## src/lcdr_cfg.svh

```systemverilog
// offsets, field positions, reset values and timing counts of the lane config block
`ifndef LCDR_CFG_SVH
`define LCDR_CFG_SVH

`define LCDR_ADDR_SPARE_A 8'h09
`define LCDR_ADDR_MONITOR 8'h0A
`define LCDR_ADDR_SPARE_B 8'h0B
`define LCDR_ADDR_SPARE_C 8'h0C
`define LCDR_ADDR_SPARE_D 8'h0D
`define LCDR_ADDR_TERM 8'h0E
`define LCDR_ADDR_EQ 8'h0F
`define LCDR_ADDR_SWING 8'h10

`define LCDR_RST_SPARE_A 8'h00
`define LCDR_RST_MONITOR 8'h00
`define LCDR_RST_SPARE_B 8'h70
`define LCDR_RST_SPARE_C 8'h00
`define LCDR_RST_SPARE_D 8'h00
`define LCDR_RST_PROBE 2'h0
`define LCDR_RST_EQ 8'h2F
`define LCDR_RST_SWING 8'hAD
`define LCDR_UNMAPPED_DATA 8'h00

`define LCDR_PROBE_LSB 2
`define LCDR_PROBE_MSB 3
`define LCDR_SCP_BIT 7
`define LCDR_RATIO_MSB 2

`define LCDR_CLK_KHZ 125000
`define LCDR_PROBE_INTERVAL_MS 12
`define LCDR_PROBE_WINDOW_MS 600
`define LCDR_PROBE_CYC (`LCDR_PROBE_INTERVAL_MS * `LCDR_CLK_KHZ)
`define LCDR_PROBE_TRIES (`LCDR_PROBE_WINDOW_MS / `LCDR_PROBE_INTERVAL_MS)

`endif

```

## src/lcdr_pkg.sv

```systemverilog
// types of the lane config block
package lcdr_pkg;
	typedef enum logic [1:0] {
		LCDR_PROBE_OFF = 2'h0,
		LCDR_PROBE_LIMITED = 2'h1,
		LCDR_PROBE_ENDLESS = 2'h2,
		LCDR_PROBE_ON = 2'h3
	} lcdr_probe_mode_t;

	typedef enum logic [3:0] {
		LCDR_ST_HIZ = 4'h1,
		LCDR_ST_PROBE = 4'h2,
		LCDR_ST_TERM = 4'h4,
		LCDR_ST_STOP = 4'h8
	} lcdr_probe_state_t;
endpackage

```

## src/lcdr_probe_timer.sv

```systemverilog
// far receiver probe timer and termination state for lane b0
`timescale 1ns/10ps
`default_nettype none
module lcdr_probe_timer #(
	parameter int INTERVAL_CYC = 1500000,
	parameter int MAX_TRIES = 50
) (
	input wire logic i_clk,
	input wire logic i_rst,
	input wire lcdr_pkg::lcdr_probe_mode_t i_mode,
	input wire logic i_found,
	output logic o_probe,
	output logic o_term
);
	import lcdr_pkg::*;

	localparam int CW = $clog2(INTERVAL_CYC);
	localparam int TW = $clog2(MAX_TRIES + 1);
	localparam logic [CW-1:0] CNT_LAST = CW'(INTERVAL_CYC - 1);
	localparam logic [TW-1:0] TRY_MAX = TW'(MAX_TRIES);

	lcdr_probe_state_t state_r;
	lcdr_probe_mode_t mode_r;
	logic [CW-1:0] cnt_r;
	logic [TW-1:0] tries_r;
	logic mode_chg;
	logic fire;
	logic give_up;

	assign mode_chg = (i_mode != mode_r);
	assign fire = (state_r == LCDR_ST_PROBE) && (cnt_r == CNT_LAST);
	assign give_up = fire && (i_mode == LCDR_PROBE_LIMITED) && (tries_r == TRY_MAX);

	always_ff @(posedge i_clk)
	begin
		if (i_rst)
			mode_r <= LCDR_PROBE_OFF;
		else
			mode_r <= i_mode;
	end

	// termination state per code
	always_ff @(posedge i_clk)
	begin
		if (i_rst)
			state_r <= LCDR_ST_HIZ;
		else if (mode_chg)
		begin
			unique case (i_mode)
				LCDR_PROBE_OFF: state_r <= LCDR_ST_HIZ;
				LCDR_PROBE_ON: state_r <= LCDR_ST_TERM;
				LCDR_PROBE_LIMITED, LCDR_PROBE_ENDLESS: state_r <= LCDR_ST_PROBE;
			endcase
		end
		else
		begin
			unique case (state_r)
				LCDR_ST_PROBE:
				begin
					if (i_found)
						state_r <= LCDR_ST_TERM;
					else if (give_up)
						state_r <= LCDR_ST_STOP;
				end
				LCDR_ST_HIZ, LCDR_ST_TERM, LCDR_ST_STOP: state_r <= state_r;
				default: state_r <= LCDR_ST_HIZ;
			endcase
		end
	end

	// interval counter, restarts on code change
	always_ff @(posedge i_clk)
	begin
		if (i_rst || mode_chg || state_r != LCDR_ST_PROBE || fire)
			cnt_r <= '0;
		else
			cnt_r <= cnt_r + 1'b1;
	end

	always_ff @(posedge i_clk)
	begin
		if (i_rst || mode_chg)
			tries_r <= '0;
		else if (fire && !give_up && tries_r != TRY_MAX)
			tries_r <= tries_r + 1'b1;
	end

	always_ff @(posedge i_clk)
	begin
		if (i_rst)
			o_probe <= 1'b0;
		else
			o_probe <= fire && !give_up && !i_found && !mode_chg;
	end

	assign o_term = state_r[2];
endmodule
`default_nettype wire

```

## src/lcdr_regs.sv

```systemverilog
// lane configuration and signal detect register slice
`timescale 1ns/10ps
`default_nettype none
`include "lcdr_cfg.svh"
module lcdr_regs #(
	parameter int PROBE_CYC = `LCDR_PROBE_CYC,
	parameter int PROBE_TRIES = `LCDR_PROBE_TRIES
) (
	input wire logic I_CLK,
	input wire logic I_RST,
	input wire logic I_REG_SOFT_RST,
	input wire logic [7:0] I_REG_ADDR,
	input wire logic I_REG_WR,
	input wire logic [7:0] I_REG_WDATA,
	input wire logic I_REG_RD,
	output logic [7:0] O_REG_RDATA,
	input wire logic I_FAR_RECEIVER_PROBE_OVERRIDE,
	input wire logic I_REG_ENABLE,
	input wire logic [7:0] I_SIG_DETECT_N,
	input wire logic I_SPARE_STRAP_FLOAT,
	input wire logic [1:0] I_PROBE_STRAP_MODE,
	input wire logic I_FAR_RX_FOUND,
	output logic O_PROBE,
	output logic O_TERM_50OHM,
	output logic [7:0] O_EQUALIZER_BOOST,
	output logic O_SHORT_PROT,
	output logic [2:0] O_SWING_RATIO
);
	import lcdr_pkg::*;

	logic [7:0] sd_meta_r;
	logic [7:0] sd_sync_r;
	logic [3:0] pin_meta_r;
	logic [3:0] pin_sync_r;
	logic [7:0] monitor_r;
	logic [7:0] spare_a_r;
	logic [7:0] spare_b_r;
	logic [7:0] spare_c_r;
	logic [7:0] spare_d_r;
	logic [1:0] probe_code_r;
	logic [7:0] eq_r;
	logic [7:0] swing_r;
	logic reg_init;
	lcdr_probe_mode_t probe_mode;
	logic [7:0] rdata_nxt;

	function automatic logic wr_hit(input logic [7:0] addr, input logic [7:0] target, input logic wr);
		wr_hit = wr && (addr == target);
	endfunction

	assign reg_init = I_RST || I_REG_SOFT_RST;

	// two-stage synchronisers for pins
	always_ff @(posedge I_CLK)
	begin
		if (I_RST)
		begin
			sd_meta_r <= 8'hFF;
			sd_sync_r <= 8'hFF;
			pin_meta_r <= 4'h0;
			pin_sync_r <= 4'h0;
		end
		else
		begin
			sd_meta_r <= I_SIG_DETECT_N;
			sd_sync_r <= sd_meta_r;
			pin_meta_r <= {I_FAR_RX_FOUND, I_SPARE_STRAP_FLOAT, I_PROBE_STRAP_MODE};
			pin_sync_r <= pin_meta_r;
		end
	end

	// signal detect monitor
	always_ff @(posedge I_CLK)
	begin
		if (I_RST)
			monitor_r <= `LCDR_RST_MONITOR;
		else if (pin_sync_r[2])
			monitor_r <= sd_sync_r;
		else
			monitor_r <= `LCDR_RST_MONITOR;
	end

	// spare registers, plain storage
	always_ff @(posedge I_CLK)
	begin
		if (reg_init)
		begin
			spare_a_r <= `LCDR_RST_SPARE_A;
			spare_b_r <= `LCDR_RST_SPARE_B;
			spare_c_r <= `LCDR_RST_SPARE_C;
			spare_d_r <= `LCDR_RST_SPARE_D;
		end
		else
		begin
			if (wr_hit(I_REG_ADDR, `LCDR_ADDR_SPARE_A, I_REG_WR))
				spare_a_r <= I_REG_WDATA;
			if (wr_hit(I_REG_ADDR, `LCDR_ADDR_SPARE_B, I_REG_WR))
				spare_b_r <= I_REG_WDATA;
			if (wr_hit(I_REG_ADDR, `LCDR_ADDR_SPARE_C, I_REG_WR))
				spare_c_r <= I_REG_WDATA;
			if (wr_hit(I_REG_ADDR, `LCDR_ADDR_SPARE_D, I_REG_WR))
				spare_d_r <= I_REG_WDATA;
		end
	end

	// probe code field
	always_ff @(posedge I_CLK)
	begin
		if (reg_init)
			probe_code_r <= `LCDR_RST_PROBE;
		else if (wr_hit(I_REG_ADDR, `LCDR_ADDR_TERM, I_REG_WR))
			probe_code_r <= I_REG_WDATA[`LCDR_PROBE_MSB:`LCDR_PROBE_LSB];
	end

	// equalizer and swing registers
	always_ff @(posedge I_CLK)
	begin
		if (reg_init)
		begin
			eq_r <= `LCDR_RST_EQ;
			swing_r <= `LCDR_RST_SWING;
		end
		else
		begin
			if (wr_hit(I_REG_ADDR, `LCDR_ADDR_EQ, I_REG_WR))
				eq_r <= I_REG_WDATA;
			if (wr_hit(I_REG_ADDR, `LCDR_ADDR_SWING, I_REG_WR))
				swing_r <= I_REG_WDATA;
		end
	end

	// probe mode source
	assign probe_mode = lcdr_probe_mode_t'(I_FAR_RECEIVER_PROBE_OVERRIDE ? probe_code_r : pin_sync_r[1:0]);

	lcdr_probe_timer #(
		.INTERVAL_CYC(PROBE_CYC),
		.MAX_TRIES(PROBE_TRIES)
	) u_probe (
		.i_clk(I_CLK),
		.i_rst(I_RST),
		.i_mode(probe_mode),
		.i_found(pin_sync_r[3]),
		.o_probe(O_PROBE),
		.o_term(O_TERM_50OHM)
	);

	// applied analog settings
	always_ff @(posedge I_CLK)
	begin
		if (I_RST || !I_REG_ENABLE)
		begin
			O_EQUALIZER_BOOST <= `LCDR_RST_EQ;
			O_SHORT_PROT <= 1'(`LCDR_RST_SWING >> `LCDR_SCP_BIT);
			O_SWING_RATIO <= 3'(`LCDR_RST_SWING);
		end
		else
		begin
			O_EQUALIZER_BOOST <= eq_r;
			O_SHORT_PROT <= swing_r[`LCDR_SCP_BIT];
			O_SWING_RATIO <= swing_r[`LCDR_RATIO_MSB:0];
		end
	end

	// read mux
	always_comb
	begin
		unique case (I_REG_ADDR)
			`LCDR_ADDR_SPARE_A: rdata_nxt = spare_a_r;
			`LCDR_ADDR_MONITOR: rdata_nxt = monitor_r;
			`LCDR_ADDR_SPARE_B: rdata_nxt = spare_b_r;
			`LCDR_ADDR_SPARE_C: rdata_nxt = spare_c_r;
			`LCDR_ADDR_SPARE_D: rdata_nxt = spare_d_r;
			`LCDR_ADDR_TERM: rdata_nxt = {4'h0, probe_code_r, 2'h0};
			`LCDR_ADDR_EQ: rdata_nxt = eq_r;
			`LCDR_ADDR_SWING: rdata_nxt = swing_r;
			default: rdata_nxt = `LCDR_UNMAPPED_DATA;
		endcase
	end

	always_ff @(posedge I_CLK)
	begin
		if (I_RST)
			O_REG_RDATA <= 8'h00;
		else if (I_REG_RD)
			O_REG_RDATA <= rdata_nxt;
	end
endmodule
`default_nettype wire
```

## config.mk

```make
export PLATFORM = sky130hd
export DESIGN_NAME = lcdr_regs
export DESIGN_NICKNAME = d
export VERILOG_FILES = /design/src/lcdr_pkg.sv /design/src/lcdr_probe_timer.sv /design/src/lcdr_regs.sv
export VERILOG_INCLUDE_DIRS = /design/src
export SDC_FILE = /design/constraint.sdc
export NUM_CORES = 1
export LEC_CHECK = 0
export ABC_AREA = 0
export BUFFER_PORTS_ARGS = -buffer_cell sky130_fd_sc_hd__buf_4
export CAP_MARGIN = 10
export CORE_MARGIN = 2
export CORE_UTILIZATION = 58
export DETAILED_ROUTE_END_ITERATION = 8
export PLACE_DENSITY = 0.8
export REMOVE_ABC_BUFFERS = 1
export SKIP_LAST_GASP = 1
export SYNTH_ARGS = -nofsm -noshare
export SYNTH_HDL_FRONTEND = slang
export SYNTH_SLANG_ARGS = --single-unit
export TNS_END_PERCENT = 10
```

## constraint.sdc

```tcl
create_clock -name I_CLK -period 2.4 [get_ports I_CLK]
set_input_delay 0.24 -clock I_CLK [delete_from_list [all_inputs] [get_ports I_CLK]]
set_output_delay 0.24 -clock I_CLK [all_outputs]
set_load 0.1 [all_outputs]
```

==> results.md, run 1 <==
- In this run, the number of DRC markers left after iteration 0 of detailed routing was 354.
- The layer with the highest usage after global routing is met2.
- No sink is reached through more buffers than the 2 on the longest clock path.
- The end point of the critical path is u_probe.tries_r[5].
- In this run the worst setup path begins at u_probe.cnt_r[10].
- The internal power of the cells totals 3911 uW.
- At the pin with the least slew margin, the transition time is 0.7336 ns.
- The leakage dissipation is 0.002654 uW.
- Each instance of the synthesized netlist takes up on average 9.571 um^2.
- The clock latency at the later pin of the worst-skew pair is 0.52 ns.
- The tool flagged a number of max-cap violations equal to 0.
- The number of remaining DRC errors is 0.
- The via density per instance is 5.804.
- The routability congestion estimate is 0.8819.
- Setup violations remaining at the end of the flow were counted as 0.
- For this design the ratio of total power to cell area is 753.2 mW/mm^2.
- The share of total power dissipated in combinational logic is 0.064.
- Of the total power, the share spent switching nets is 0.2252.
- For the final database, setup skew stands at 0.006751 ns.
- From synthesis to final layout, the design area changed by 21.98%.
- The slack of the worst reg-to-reg path is 0.22 ns.
- The sum of net half-perimeters after detailed placement is 7750 um.
- The total grt overflow is 0.
- The kind of start point of the critical path is a flop.
- The wire length reported by the detailed router is 12220 um.
- Hold repair after CTS inserted 14 buffers.
- TritonCTS created 17 clock buffers.
- The maximum resistive drop on vdd is 0.0004878 V.
- In this run the cell area measured after placement is 0.006011 mm^2.
- The count of cells along the worst register-to-register path is 5.
- The height of the die is 101.3 um.
- The critical path arrival is 2.64 ns.
- Along the worst path, the maximum fanout reaches 5.
- Headroom to the max-slew limit came out at 0.5109.
- After routing the design area is 0.006701 mm^2.
- Of the cells placed in the final design, the portion with a size suffix greater than 1 is 0.1960.
- The required time of the critical path is 2.86 ns.
- The synthesized design contains 0 enable-type register cells.
- The number of antenna diodes in the final layout is 0.
- The share of total power dissipated in sequential elements is 0.461.
- The synthesis-stage register bit count is 136.
- Counting every instance in the synthesized netlist gives 574.
- The flow ran to the end, and the final reports show no timing, DRC or antenna violations.
- The type of the tightest min-delay check is in -> reg.
- For this design the total switching power over the nets is 1137 uW.
- The number of failing hold endpoints at the final stage is 0.
- From left edge to right edge, the die measures 101.3 um.
- Yosys printed 0 warnings.
- Registers take 0.002723 mm^2.
- The worst path needs 2.178 ns of the cycle, external delays included.
- The clock-pin transition on the worst setup and hold timing paths is 0.06 ns.
- The initialized floorplan defines 35 standard-cell rows.
- The pin count of the biggest net entering global routing is 38.
- The net count reported at finish is 688.
- The portion of the clock cycle consumed by the worst path in the final layout is 0.9075.
- The routed layout has 4463 vias.
- Setup repair after global routing left no endpoint under its margin.
- Dividing the detail-routed wire length by the instance count gives 15.89 um.
- The end of the worst register-to-register path is u_probe.tries_r[5].
- The capturing element type of the critical path is a flop.
- The clock tree synthesis step divided the H-tree into 4 levels.
- The wire length of the first global-routing pass is 19550 um.
- The sequential-to-total area share from yosys stat is 0.4956.
- Once detail routing completed, the nets flagged for antenna violations numbered 0.
- The die covers 0.01027 mm^2.
- For this design the top-level I/O count stands at 57.
- The final sum of negative setup slack is 0 ns.
- The post-cts sizing count is 0.
- Summing every instance area after synthesis gives 0.005494 mm^2.
- The met3 track demand over resource is 0.05314.
- The cell chosen for the clock root is clkbuf_8.
- The initial antenna violation count came to 0.
- The number of pins exceeding their max-slew limit in the final report was 0.
- Buffers added to address setup during post-CTS repair amount to 0.
- The TritonCTS sink count is 136.
- For met1 alone, demand over resource in global routing was 0.3201.
- The proportion of power drawn by the clock network is 0.476.
- The multi-input combinational cells in the finished layout cover a total of 0.002594 mm^2.
- The core outline area is 0.009196 mm^2.
- The number of global-route vias before repair was 4212.
- For this run, the top clock speed supported by timing is 0.4591 GHz.
- The clock tree from TritonCTS is yes.
- In this run the critical register-to-register path is launched from u_probe.cnt_r[10].
- The distinct cell type count after synthesis is 53.
- The main flop type after synthesis is dfxtp_1.
- The global-route track usage on met2 is 0.3821.
- The count of filler cells inserted in the layout is 653.
- The initial utilization of the core area, before any placement, comes to 0.5974.
- The post-synthesis async set-or-reset flop share is 0.
- For this run, the detailed router's first-pass iteration total came to 6.
- The quantity of I/O buffers inserted on ports is 56.
- In the global route stage, overall resource usage came out at 0.2428.
- By startpoint and endpoint, the worst setup path is classified as reg -> reg.
[state kept, by name (all words and copies together), names as in the netlist, 6 cells and up]
name / cells
eq_r: 8
O_EQUALIZER_BOOST: 8
O_REG_RDATA: 8
u_probe.tries_r: 6
spare_a_r: 8
monitor_r: 8
spare_d_r: 8
spare_c_r: 8
sd_meta_r: 8
swing_r: 8
spare_b_r: 8
sd_sync_r: 8
u_probe.cnt_r: 21
[power by group through the flow]
stage / registers, uW / clock network (uW) / logic (uW)
6_report: 2330 / 2400 / 321
5_1_grt: 2330 / 2510 / 351
4_1_cts: 2330 / 2430 / 315
3_5_place_dp: 2370 / 0 / 295
3_3_place_gp: 2370 / 0 / 289
2_1_floorplan: 2370 / 0 / 168
[cells by family (layout without fill, tap and decap cells)]
kind of cell	count (synthesis)	after routing	share of synthesized area
and+or+nand+nor	255	255	0.2409
AOI/OAI and AO/OA	65	65	0.08700
muxes	49	49	0.09223
adders and majority gates	6	6	0.01366
DFF	136	136	0.4956
xor gates and xnor gates	24	24	0.03826
buffers and inverters	39	123	0.03234
[metrics by stage]
stage | worst slack, ns | hold WS [ns] | instances | total power, uW | utilization
floorplan | 0.2217 | 0.3091 | 545 | 2536 | -
global placement | 0.3482 | 0.3936 | 725 | 2661 | 0.6536
detailed placement | 0.2134 | 0.3958 | 725 | 2669 | 0.6536
CTS | 0.2389 | 0.004895 | 769 | 5066 | 0.7287
global route | 0.1296 | 0.02649 | 769 | 5196 | 0.7287
finish | 0.2220 | 0.02366 | 769 | 5048 | 0.7287
[placed cells by master (no fill, tap or decap), types with 6 or more instances in the layout]
cell type        n
dfxtp_1        136
buf_4           69
nor2_1          65
nand2_1         53
mux2i_1         40
nand3_1         32
xor2_1          20
nor2b_1         18
or2_2           18
clkbuf_16       16
and2_1          14
a22o_1          14
dlygate4sd3_1   14
a21oi_1         13
nand4_1         11
inv_1           10
nand2b_1         9
a221oi_1         7
mux2_2           7
and4_1           7
nor3_1           6
o21ai_0          6
ha_1             6
[synth_stat cells, drive strengths merged, types with 2 or more instances]
cell    instances  share of area
inv            10         0.0068
clkbuf         24          0.017
nand4b          2         0.0032
and3            5         0.0059
or3             4         0.0046
nand2b          9          0.010
o211ai          2         0.0027
a31oi           4         0.0046
o311ai          3         0.0048
nand3          32          0.029
a221oi          7          0.011
mux2i          42          0.078
o31ai           3         0.0041
a22o           14          0.022
nor4            2         0.0061
mux2            7          0.014
o21ai           6         0.0055
dfxtp         136           0.50
xor2           20          0.032
nor3            7         0.0073
nand4          11          0.013
nor2b          18          0.020
or4             4         0.0055
a22oi           2         0.0027
buf             4         0.0030
xnor2           4         0.0064
a21oi          13          0.012
or2            18          0.020
ha              6          0.014
a221o           2         0.0036
and4            7          0.011
a211oi          2         0.0027
nor2           65          0.044
nand2          53          0.036
and2           14          0.016
[critical path, cell delays in order (launching register included)]
cell	delay, ns
dfxtp_1	0.37
or4b_1	0.61
nor3_1	0.33
nand4_1	0.22
or4_1	0.52
nand2_1	0.07
[per-layer routing]
| metal | part of all wire | up-vias | wire length [um] |
|---|---|---|---|
| li1 | - | 2142 | - |
| met1 | 0.44 | 2079 | 5354 |
| met2 | 0.46 | 214 | 5627 |
| met3 | 0.078 | 28 | 951 |
| met4 | 0.023 | 0 | 285 |
| met5 | 0 | - | 0 |
[cell type report]
type,count,area share
clock buffers,19,0.06292
clock inverters,11,0.01923
inverters,10,0.005601
multi-input cells,399,0.3870
flip-flops and latches,136,0.4063
well taps,111,0.02072
repair buffers,83,0.09821
[worst min path at each step]
| stage | slack (ns) | cells past startpoint | endpoint | start |
|---|---|---|---|---|
| 4_1_cts | 0.005 | 3 | spare_b_r[7] | I_REG_WDATA[7] |
| 5_1_grt | 0.03 | 3 | spare_b_r[7] | I_REG_WDATA[7] |
| 3_3_place_gp | 0.39 | 1 | sd_sync_r[4] | sd_meta_r[4] |
| 3_5_place_dp | 0.40 | 1 | sd_sync_r[6] | sd_meta_r[6] |
| 6_report | 0.02 | 3 | eq_r[0] | I_REG_WDATA[0] |
| 2_1_floorplan | 0.31 | 1 | u_probe.state_r[1] | I_RST |
(Power assumes the default switching activity.)
==> run 2: changes to the inputs <==
Settings changed: CORE_UTILIZATION 58 to 45, CTS_CLUSTER_DIAMETER set to 100, PLACE_DENSITY 0.8 to 0.65.
==> run 2 against run 1 <==
Largest power group unchanged. Critical path depth unchanged. First-iteration DRC count down 31%. Design area rose by 0.47%. Critical endpoint is now u_probe.tries_r[2].
==> results.md, run 2 (same netlist as run 1, synthesis figures left out) <==
- The wire length of the first global-routing pass is 19110 um (was 19550 um).
- The number of diodes is 0 (unchanged).
- The clock latency at the later pin of the worst-skew pair is 0.41 ns (was 0.52 ns).
- The initial DRC count is 246 (was 354).
- The standard cell area after detailed placement is 0.006063 mm^2 (was 0.006011 mm^2).
- The remaining antenna violation count is 0 (unchanged).
- The maximum clock insertion buffer count came to 2 (unchanged).
- The total grt overflow is 0 (unchanged).
- The net count reported at finish is 681 (was 688).
- Outcome: finished clean (unchanged).
- The wire length reported by the detailed router was 11500 um (was 12220 um).
- The type of the tightest min-delay check is in -> reg (unchanged).
- The flip-flop count of the largest register after layout was 21 (unchanged).
- The number of clock buffers inserted by TritonCTS was 17 (unchanged).
- The share of final-layout standard cells stronger than drive strength 1 came to 0.2025 (was 0.1960).
- The minimum period implied by the final worst setup slack is 2.149 ns (was 2.178 ns).
- The number of remaining DRC errors was 0 (unchanged).
- The number of search-and-repair iterations in the first detailed-routing pass is 4 (was 6).
- The final sum of negative setup slack was 0 ns (unchanged).
- The growth of design area from synthesis to finish is 22.55% (was 21.98%).
- The final standard cell utilization of the core is 0.5629 (was 0.7287).
- The number of buffers added to fix hold violations after cts came to 5 (was 14).
- The cell chosen for the clock root was clkbuf_16 (was clkbuf_8).
- The number of standard-cell rows in the floorplan is 40 (was 35).
- The area used by sequential logic in the layout came to 0.002723 mm^2 (unchanged).
- The cell count after placement was 762 (was 725).
- The leakage dissipation came to 0.002651 uW (was 0.002654 uW).
- The highest clock rate is 0.4654 GHz (was 0.4591 GHz).
- The kind of start point of the critical path is a flop (unchanged).
- The final non-filler cell area is 0.006733 mm^2 (was 0.006701 mm^2).
- The global-route usage over all layers is 0.1851 (was 0.2428).
- The portion of the clock cycle consumed by the worst path in the final layout is 0.8954 (was 0.9075).
- The per-cell routed wire length is 14.40 um (was 15.89 um).
- The routed via count is 4230 (was 4463).
- The number of top-level pins was 57 (unchanged).
- The starting density of the core is 0.4593 (was 0.5974).
- The routability congestion estimate is 0.8222 (was 0.8819).
- The sum of net half-perimeters after detailed placement is 7996 um (was 7750 um).
- The non-filler instance count after layout is 799 (was 769).
- The number of failing hold endpoints at the final stage is 0 (unchanged).
- The measured slew at the worst slew-check pin is 0.7621 ns (was 0.7336 ns).
- The required time of the critical path is 2.73 ns (was 2.86 ns).
- The number of buffers and inverters on the critical path is 0 (unchanged).
- The relative slew slack is 0.4919 (was 0.5109).
- The number of global-route vias before repair came to 3898 (was 4212).
- The clock-pin transition on the worst setup and hold timing paths is 0.05 ns (was 0.06 ns).
- The gate family responsible for the most delay along the worst path is simple AND/OR/NAND/NOR gates (unchanged).
- The worst setup skew after layout is 0.006807 ns (was 0.006751 ns).
- The overall die area came to 0.01311 mm^2 (was 0.01027 mm^2).
- The pin count of the biggest net entering global routing is 38 (unchanged).
- The met1 wire length was 5684 um (was 5354 um).
- The height of the die was 114.5 um (was 101.3 um).
- The capturing element type of the critical path is a flop (unchanged).
- The chip width came to 114.5 um (was 101.3 um).
- The number of levels the H-tree was split into is 4 (unchanged).
- The type of the worst setup path was reg -> reg (unchanged).
- The top layer used by detailed routing was met4 (unchanged).
- The TritonCTS sink count was 136 (unchanged).
- The post-cts sizing count is 0 (unchanged).
- RSZ-0062 raised after global routing: false (unchanged).
- The routed length on met3 is 704 um (was 951 um).
- The amount of wire on met2 after detailed routing came to 4938 um (was 5627 um).
- The clock tree from TritonCTS is yes (unchanged).
- The cell area power density is 785.7 mW/mm^2 (was 753.2 mW/mm^2).
- The number of post-CTS setup repair buffers was 0 (unchanged).
- The leading cell type in the layout, fill and taps excluded is dfxtp_1 (unchanged).
- The total area of multi-input combinational cells is 0.002594 mm^2 (unchanged).
- The most common cell type on the critical path is or4_1.
- The quantity of I/O buffers inserted on ports is 56 (unchanged).
- The largest register by flop count is u_probe.cnt_r (unchanged).
- Top library cells by usage in the layout, fill and taps aside: dfxtp_1 (136), buf_4 (70), nor2_1 (65), nand2_1 (53), mux2i_1 (40) (was dfxtp_1 (136), buf_4 (69), nor2_1 (65), nand2_1 (53), mux2i_1 (40)).
- The delay contributed by the slowest stage of the critical path came to 0.57 ns (was 0.61 ns).
- The critical path arrival is 2.48 ns (was 2.64 ns).
- The count of filler cells inserted in the layout is 1074 (was 653).
- The standard cell with the maximum stage delay on the critical path is or4_1 (was or4b_1).
- The via density per instance is 5.294 (was 5.804).
- The maximum resistive drop on vdd is 0.0004451 V (was 0.0004878 V).
- The core outline area came to 0.01196 mm^2 (was 0.009196 mm^2).
- Cell Chain, Critical Path: or4_1 -> nor4_2 -> nand3_1 -> or4_1 -> a21oi_1 (was or4b_1 -> nor3_1 -> nand4_1 -> or4_1 -> nand2_1).
- The initial antenna violation count is 0 (unchanged).
- The number of pins exceeding their max-slew limit in the final report came to 0 (unchanged).
- The total of endpoints with negative setup slack in the final report came to 0 (unchanged).
- The biggest fanout along the worst timing path is 7 (was 5).
- The number of max-cap violations came to 0 (unchanged).
run 2: final cells by class:
| class | instances | area share |
|---|---|---|
| Timing Repair Buffer | 76 | 0.08697 |
| Multi-Input combinational cell | 399 | 0.3852 |
| Tap cell | 147 | 0.02732 |
| Clock buffer | 18 | 0.06374 |
| Clock inverter | 13 | 0.02676 |
| Sequential cell | 136 | 0.4044 |
| Inverter | 10 | 0.005575 |
run 2: worst reg2reg max path, delay by kind of cell, from the launching register on:
kind	cells	cell delay, ns
and+or+nand+nor	4	1.56
AOI/OAI and AO/OA	1	0.17
DFF	1	0.35
run 2: worst paths after layout:
check	from	to	slack [ns]	cells past startpoint
hold reg to reg	sd_meta_r[2]	sd_sync_r[2]	0.40	1
hold / removal	I_SIG_DETECT_N[1]	sd_meta_r[1]	0.01	2
setup / recovery	u_probe.cnt_r[5]	u_probe.tries_r[2]	0.25	5
setup reg to reg	u_probe.cnt_r[5]	u_probe.tries_r[2]	0.25	5
run 2: power breakdown:
group	switching [uW]	internal [uW]	leakage, uW
clock network	932	1720	0.000292
logic	168	138	0.00126
registers	29.2	2300	0.00110
total	1130	4160	0.00265
run 2: per-stage QoR:
stage / hold WS, ns / setup WS (ns) / power [uW]
floorplan: 0.3091 / 0.2217 / 2536
global placement: 0.3957 / 0.3351 / 2665
detailed placement: 0.3955 / 0.2442 / 2669
CTS: 0.0002391 / 0.2883 / 5340
global route: 0.0009800 / 0.1395 / 5482
finish: 0.01461 / 0.2512 / 5290
run 2: per-layer routing:
layer | vias up | track usage
met1 | 1941 | 0.2619
li1 | 2134 | -
met2 | 139 | 0.2730
met5 | - | 0
met3 | 16 | 0.04606
met4 | 0 | 0.06829
==> run 3: changes to the inputs <==
Settings changed: CORE_ASPECT_RATIO set to 0.5.
==> run 3 against run 2 <==
Clock skew is essentially flat. Core utilization grew 0.79 points. Sequential power is essentially flat. Critical path type unchanged. First-iteration DRC count grew 15%. Register-to-register slack gained 0.09 ns. Critical path depth is the same. Global-route usage grew 0.58 points. Sequential share of layout area shrank 0.28 points.
==> results.md, run 3 (same netlist as run 1, synthesis figures left out) <==
- The routability congestion estimate came to 0.7896 (was 0.8222).
- The overall die area is 0.01316 mm^2 (was 0.01311 mm^2).
- The net count reported at finish is 686 (was 681).
- The kind of start point of the critical path is a flop (unchanged).
- The number of remaining DRC errors was 0 (unchanged).
- The type of the worst setup path is reg -> reg (unchanged).
- RSZ-0062 raised after global routing: false (unchanged).
- The final non-filler cell area is 0.006779 mm^2 (was 0.006733 mm^2).
- The core outline area is 0.01188 mm^2 (was 0.01196 mm^2).
- The pin count of the biggest net entering global routing is 38 (unchanged).
- The global-route usage over all layers was 0.1909 (was 0.1851).
- The number of search-and-repair iterations in the first detailed-routing pass is 6 (was 4).
- The quantity of I/O buffers inserted on ports is 56 (unchanged).
- The maximum clock insertion buffer count is 2 (unchanged).
- The highest clock rate was 0.4862 GHz (was 0.4654 GHz).
- The share of final-layout standard cells stronger than drive strength 1 is 0.2052 (was 0.2025).
- The biggest fanout along the worst timing path came to 7 (unchanged).
- The growth of design area from synthesis to finish is 23.39% (was 22.55%).
- The number of diodes was 0 (unchanged).
- The clock latency at the later pin of the worst-skew pair is 0.42 ns (was 0.41 ns).
- The type of the tightest min-delay check is in -> reg (unchanged).
- The leading cell type in the layout, fill and taps excluded is dfxtp_1 (unchanged).
- The standard cell area after detailed placement is 0.006101 mm^2 (was 0.006063 mm^2).
- The delay contributed by the slowest stage of the critical path came to 0.55 ns (was 0.57 ns).
- The number of failing hold endpoints at the final stage is 0 (unchanged).
- Outcome: finished clean (unchanged).
- The starting density of the core is 0.4626 (was 0.4593).
- The remaining antenna violation count came to 0 (unchanged).
- Cell Chain, Critical Path: or4_1 -> nor4_2 -> nand3_1 -> or4_1 -> a21oi_1 (unchanged).
- The final sum of negative setup slack is 0 ns (unchanged).
- The chip width came to 160.3 um (was 114.5 um).
- Top library cells by usage in the layout, fill and taps aside: dfxtp_1 (136), buf_4 (72), nor2_1 (65), nand2_1 (53), mux2i_1 (40) (was dfxtp_1 (136), buf_4 (70), nor2_1 (65), nand2_1 (53), mux2i_1 (40)).
- The initial antenna violation count is 0 (unchanged).
- The most common cell type on the critical path is or4_1 (unchanged).
- The TritonCTS sink count is 136 (unchanged).
- The largest register by flop count is u_probe.cnt_r (unchanged).
- The via density per instance is 5.060 (was 5.294).
- The pre-CTS worst setup slack was 0.1764 ns (was 0.2442 ns).
- The measured slew at the worst slew-check pin came to 0.7209 ns (was 0.7621 ns).
- The maximum resistive drop on vdd was 0.0004065 V (was 0.0004451 V).
- The number of buffers and inverters on the critical path was 0 (unchanged).
- The height of the die is 82.13 um (was 114.5 um).
- The required time of the critical path was 2.75 ns (was 2.73 ns).
- The number of standard-cell rows in the floorplan is 28 (was 40).
- The standard cell with the maximum stage delay on the critical path is or4_1 (unchanged).
- The total grt overflow is 0 (unchanged).
- The worst setup skew after layout is 0.006558 ns (was 0.006807 ns).
- The gate family responsible for the most delay along the worst path is simple AND/OR/NAND/NOR gates (unchanged).
- The cell chosen for the clock root is clkbuf_16 (unchanged).
- The flip-flop count of the largest register after layout is 21 (unchanged).
- The clock-pin transition on the worst setup and hold timing paths is 0.06 ns (was 0.05 ns).
- The sum of net half-perimeters after detailed placement is 8100 um (was 7996 um).
- The leakage dissipation was 0.002665 uW (was 0.002651 uW).
- The number of max-cap violations is 0 (unchanged).
- The initial DRC count is 283 (was 246).
- The critical path arrival was 2.40 ns (was 2.48 ns).
- The minimum period implied by the final worst setup slack is 2.057 ns (was 2.149 ns).
- The number of global-route vias before repair is 3952 (was 3898).
- The number of top-level pins was 57 (unchanged).
- The wire length reported by the detailed router is 11660 um (was 11500 um).
- The number of clock buffers inserted by TritonCTS is 17 (unchanged).
- The relative slew slack came to 0.5184 (was 0.4919).
- The clock tree from TritonCTS is yes (unchanged).
- The number of levels the H-tree was split into was 4 (unchanged).
- The routed via count is 4164 (was 4230).
- The cell area power density came to 770.6 mW/mm^2 (was 785.7 mW/mm^2).
- The minimum setup slack in the final design was 0.3432 ns (was 0.2512 ns).
- The per-cell routed wire length was 14.17 um (was 14.40 um).
- The capturing element type of the critical path is a flop (unchanged).
- The wire length of the first global-routing pass is 19530 um (was 19110 um).
- The portion of the clock cycle consumed by the worst path in the final layout came to 0.8570 (was 0.8954).
- The total of endpoints with negative setup slack in the final report was 0 (unchanged).
- The number of pins exceeding their max-slew limit in the final report is 0 (unchanged).
## run 3: worst register-to-register path: stages, from the launching register on
cell	delay, ns
dfxtp_1	0.35
or4_1	0.55
nor4_2	0.20
nand3_1	0.23
or4_1	0.51
a21oi_1	0.14
## run 3: metal layers
layer | wire, um | track usage | vias to the layer above | share of wire
met5 | 0 | 0 | - | 0
met4 | 125 | 0.07207 | 0 | 0.011
met3 | 685 | 0.04795 | 12 | 0.059
met2 | 5054 | 0.3113 | 101 | 0.43
met1 | 5796 | 0.2501 | 1918 | 0.50
li1 | - | - | 2133 | -
## run 3: repair_timing
action,in CTS,in global routing
buffers inserted,0,0
endpoints found under the hold margin,8,0
hold buffers,8,0
resized for setup,0,0
## run 3: metrics by stage
| stage | util | hold slack, ns | total power (uW) | instances |
|---|---|---|---|---|
| after floorplan | - | 0.3091 | 2536 | 545 |
| after global placement | 0.5137 | 0.3936 | 2674 | 782 |
| after detailed placement | 0.5137 | 0.3958 | 2678 | 782 |
| after CTS | 0.5704 | 0.02672 | 5263 | 822 |
| after global routing | 0.5708 | 0.03287 | 5414 | 823 |
| final | 0.5708 | 0.03493 | 5224 | 823 |
## run 3: path summary, 6_finish.rpt
path	slack (ns)	cells past startpoint	end	startpoint
hold / removal	0.03	2	pin_meta_r[1]	I_PROBE_STRAP_MODE[1]
hold reg to reg	0.41	1	sd_sync_r[6]	sd_meta_r[6]
setup / recovery	0.34	5	u_probe.tries_r[2]	u_probe.cnt_r[5]
setup reg to reg	0.34	5	u_probe.tries_r[2]	u_probe.cnt_r[5]
## run 3: area by class of cell
cell class	count	area, um^2
Fill cell	1049	5097
Sequential cell	136	2723
Clock buffer	22	474.2
Inverter	10	37.54
Timing Repair Buffer	81	625.6
Tap cell	165	206.4
Clock inverter	10	118.9
Multi-Input combinational cell	399	2594
## run 3: power by group
| group | leakage, uW | switching, uW | total [uW] | internal (uW) |
|---|---|---|---|---|
| Combinational | 0.00128 | 172 | 314 | 143 |
| Sequential | 0.00110 | 29.7 | 2330 | 2300 |
| Clock | 0.000283 | 969 | 2580 | 1610 |
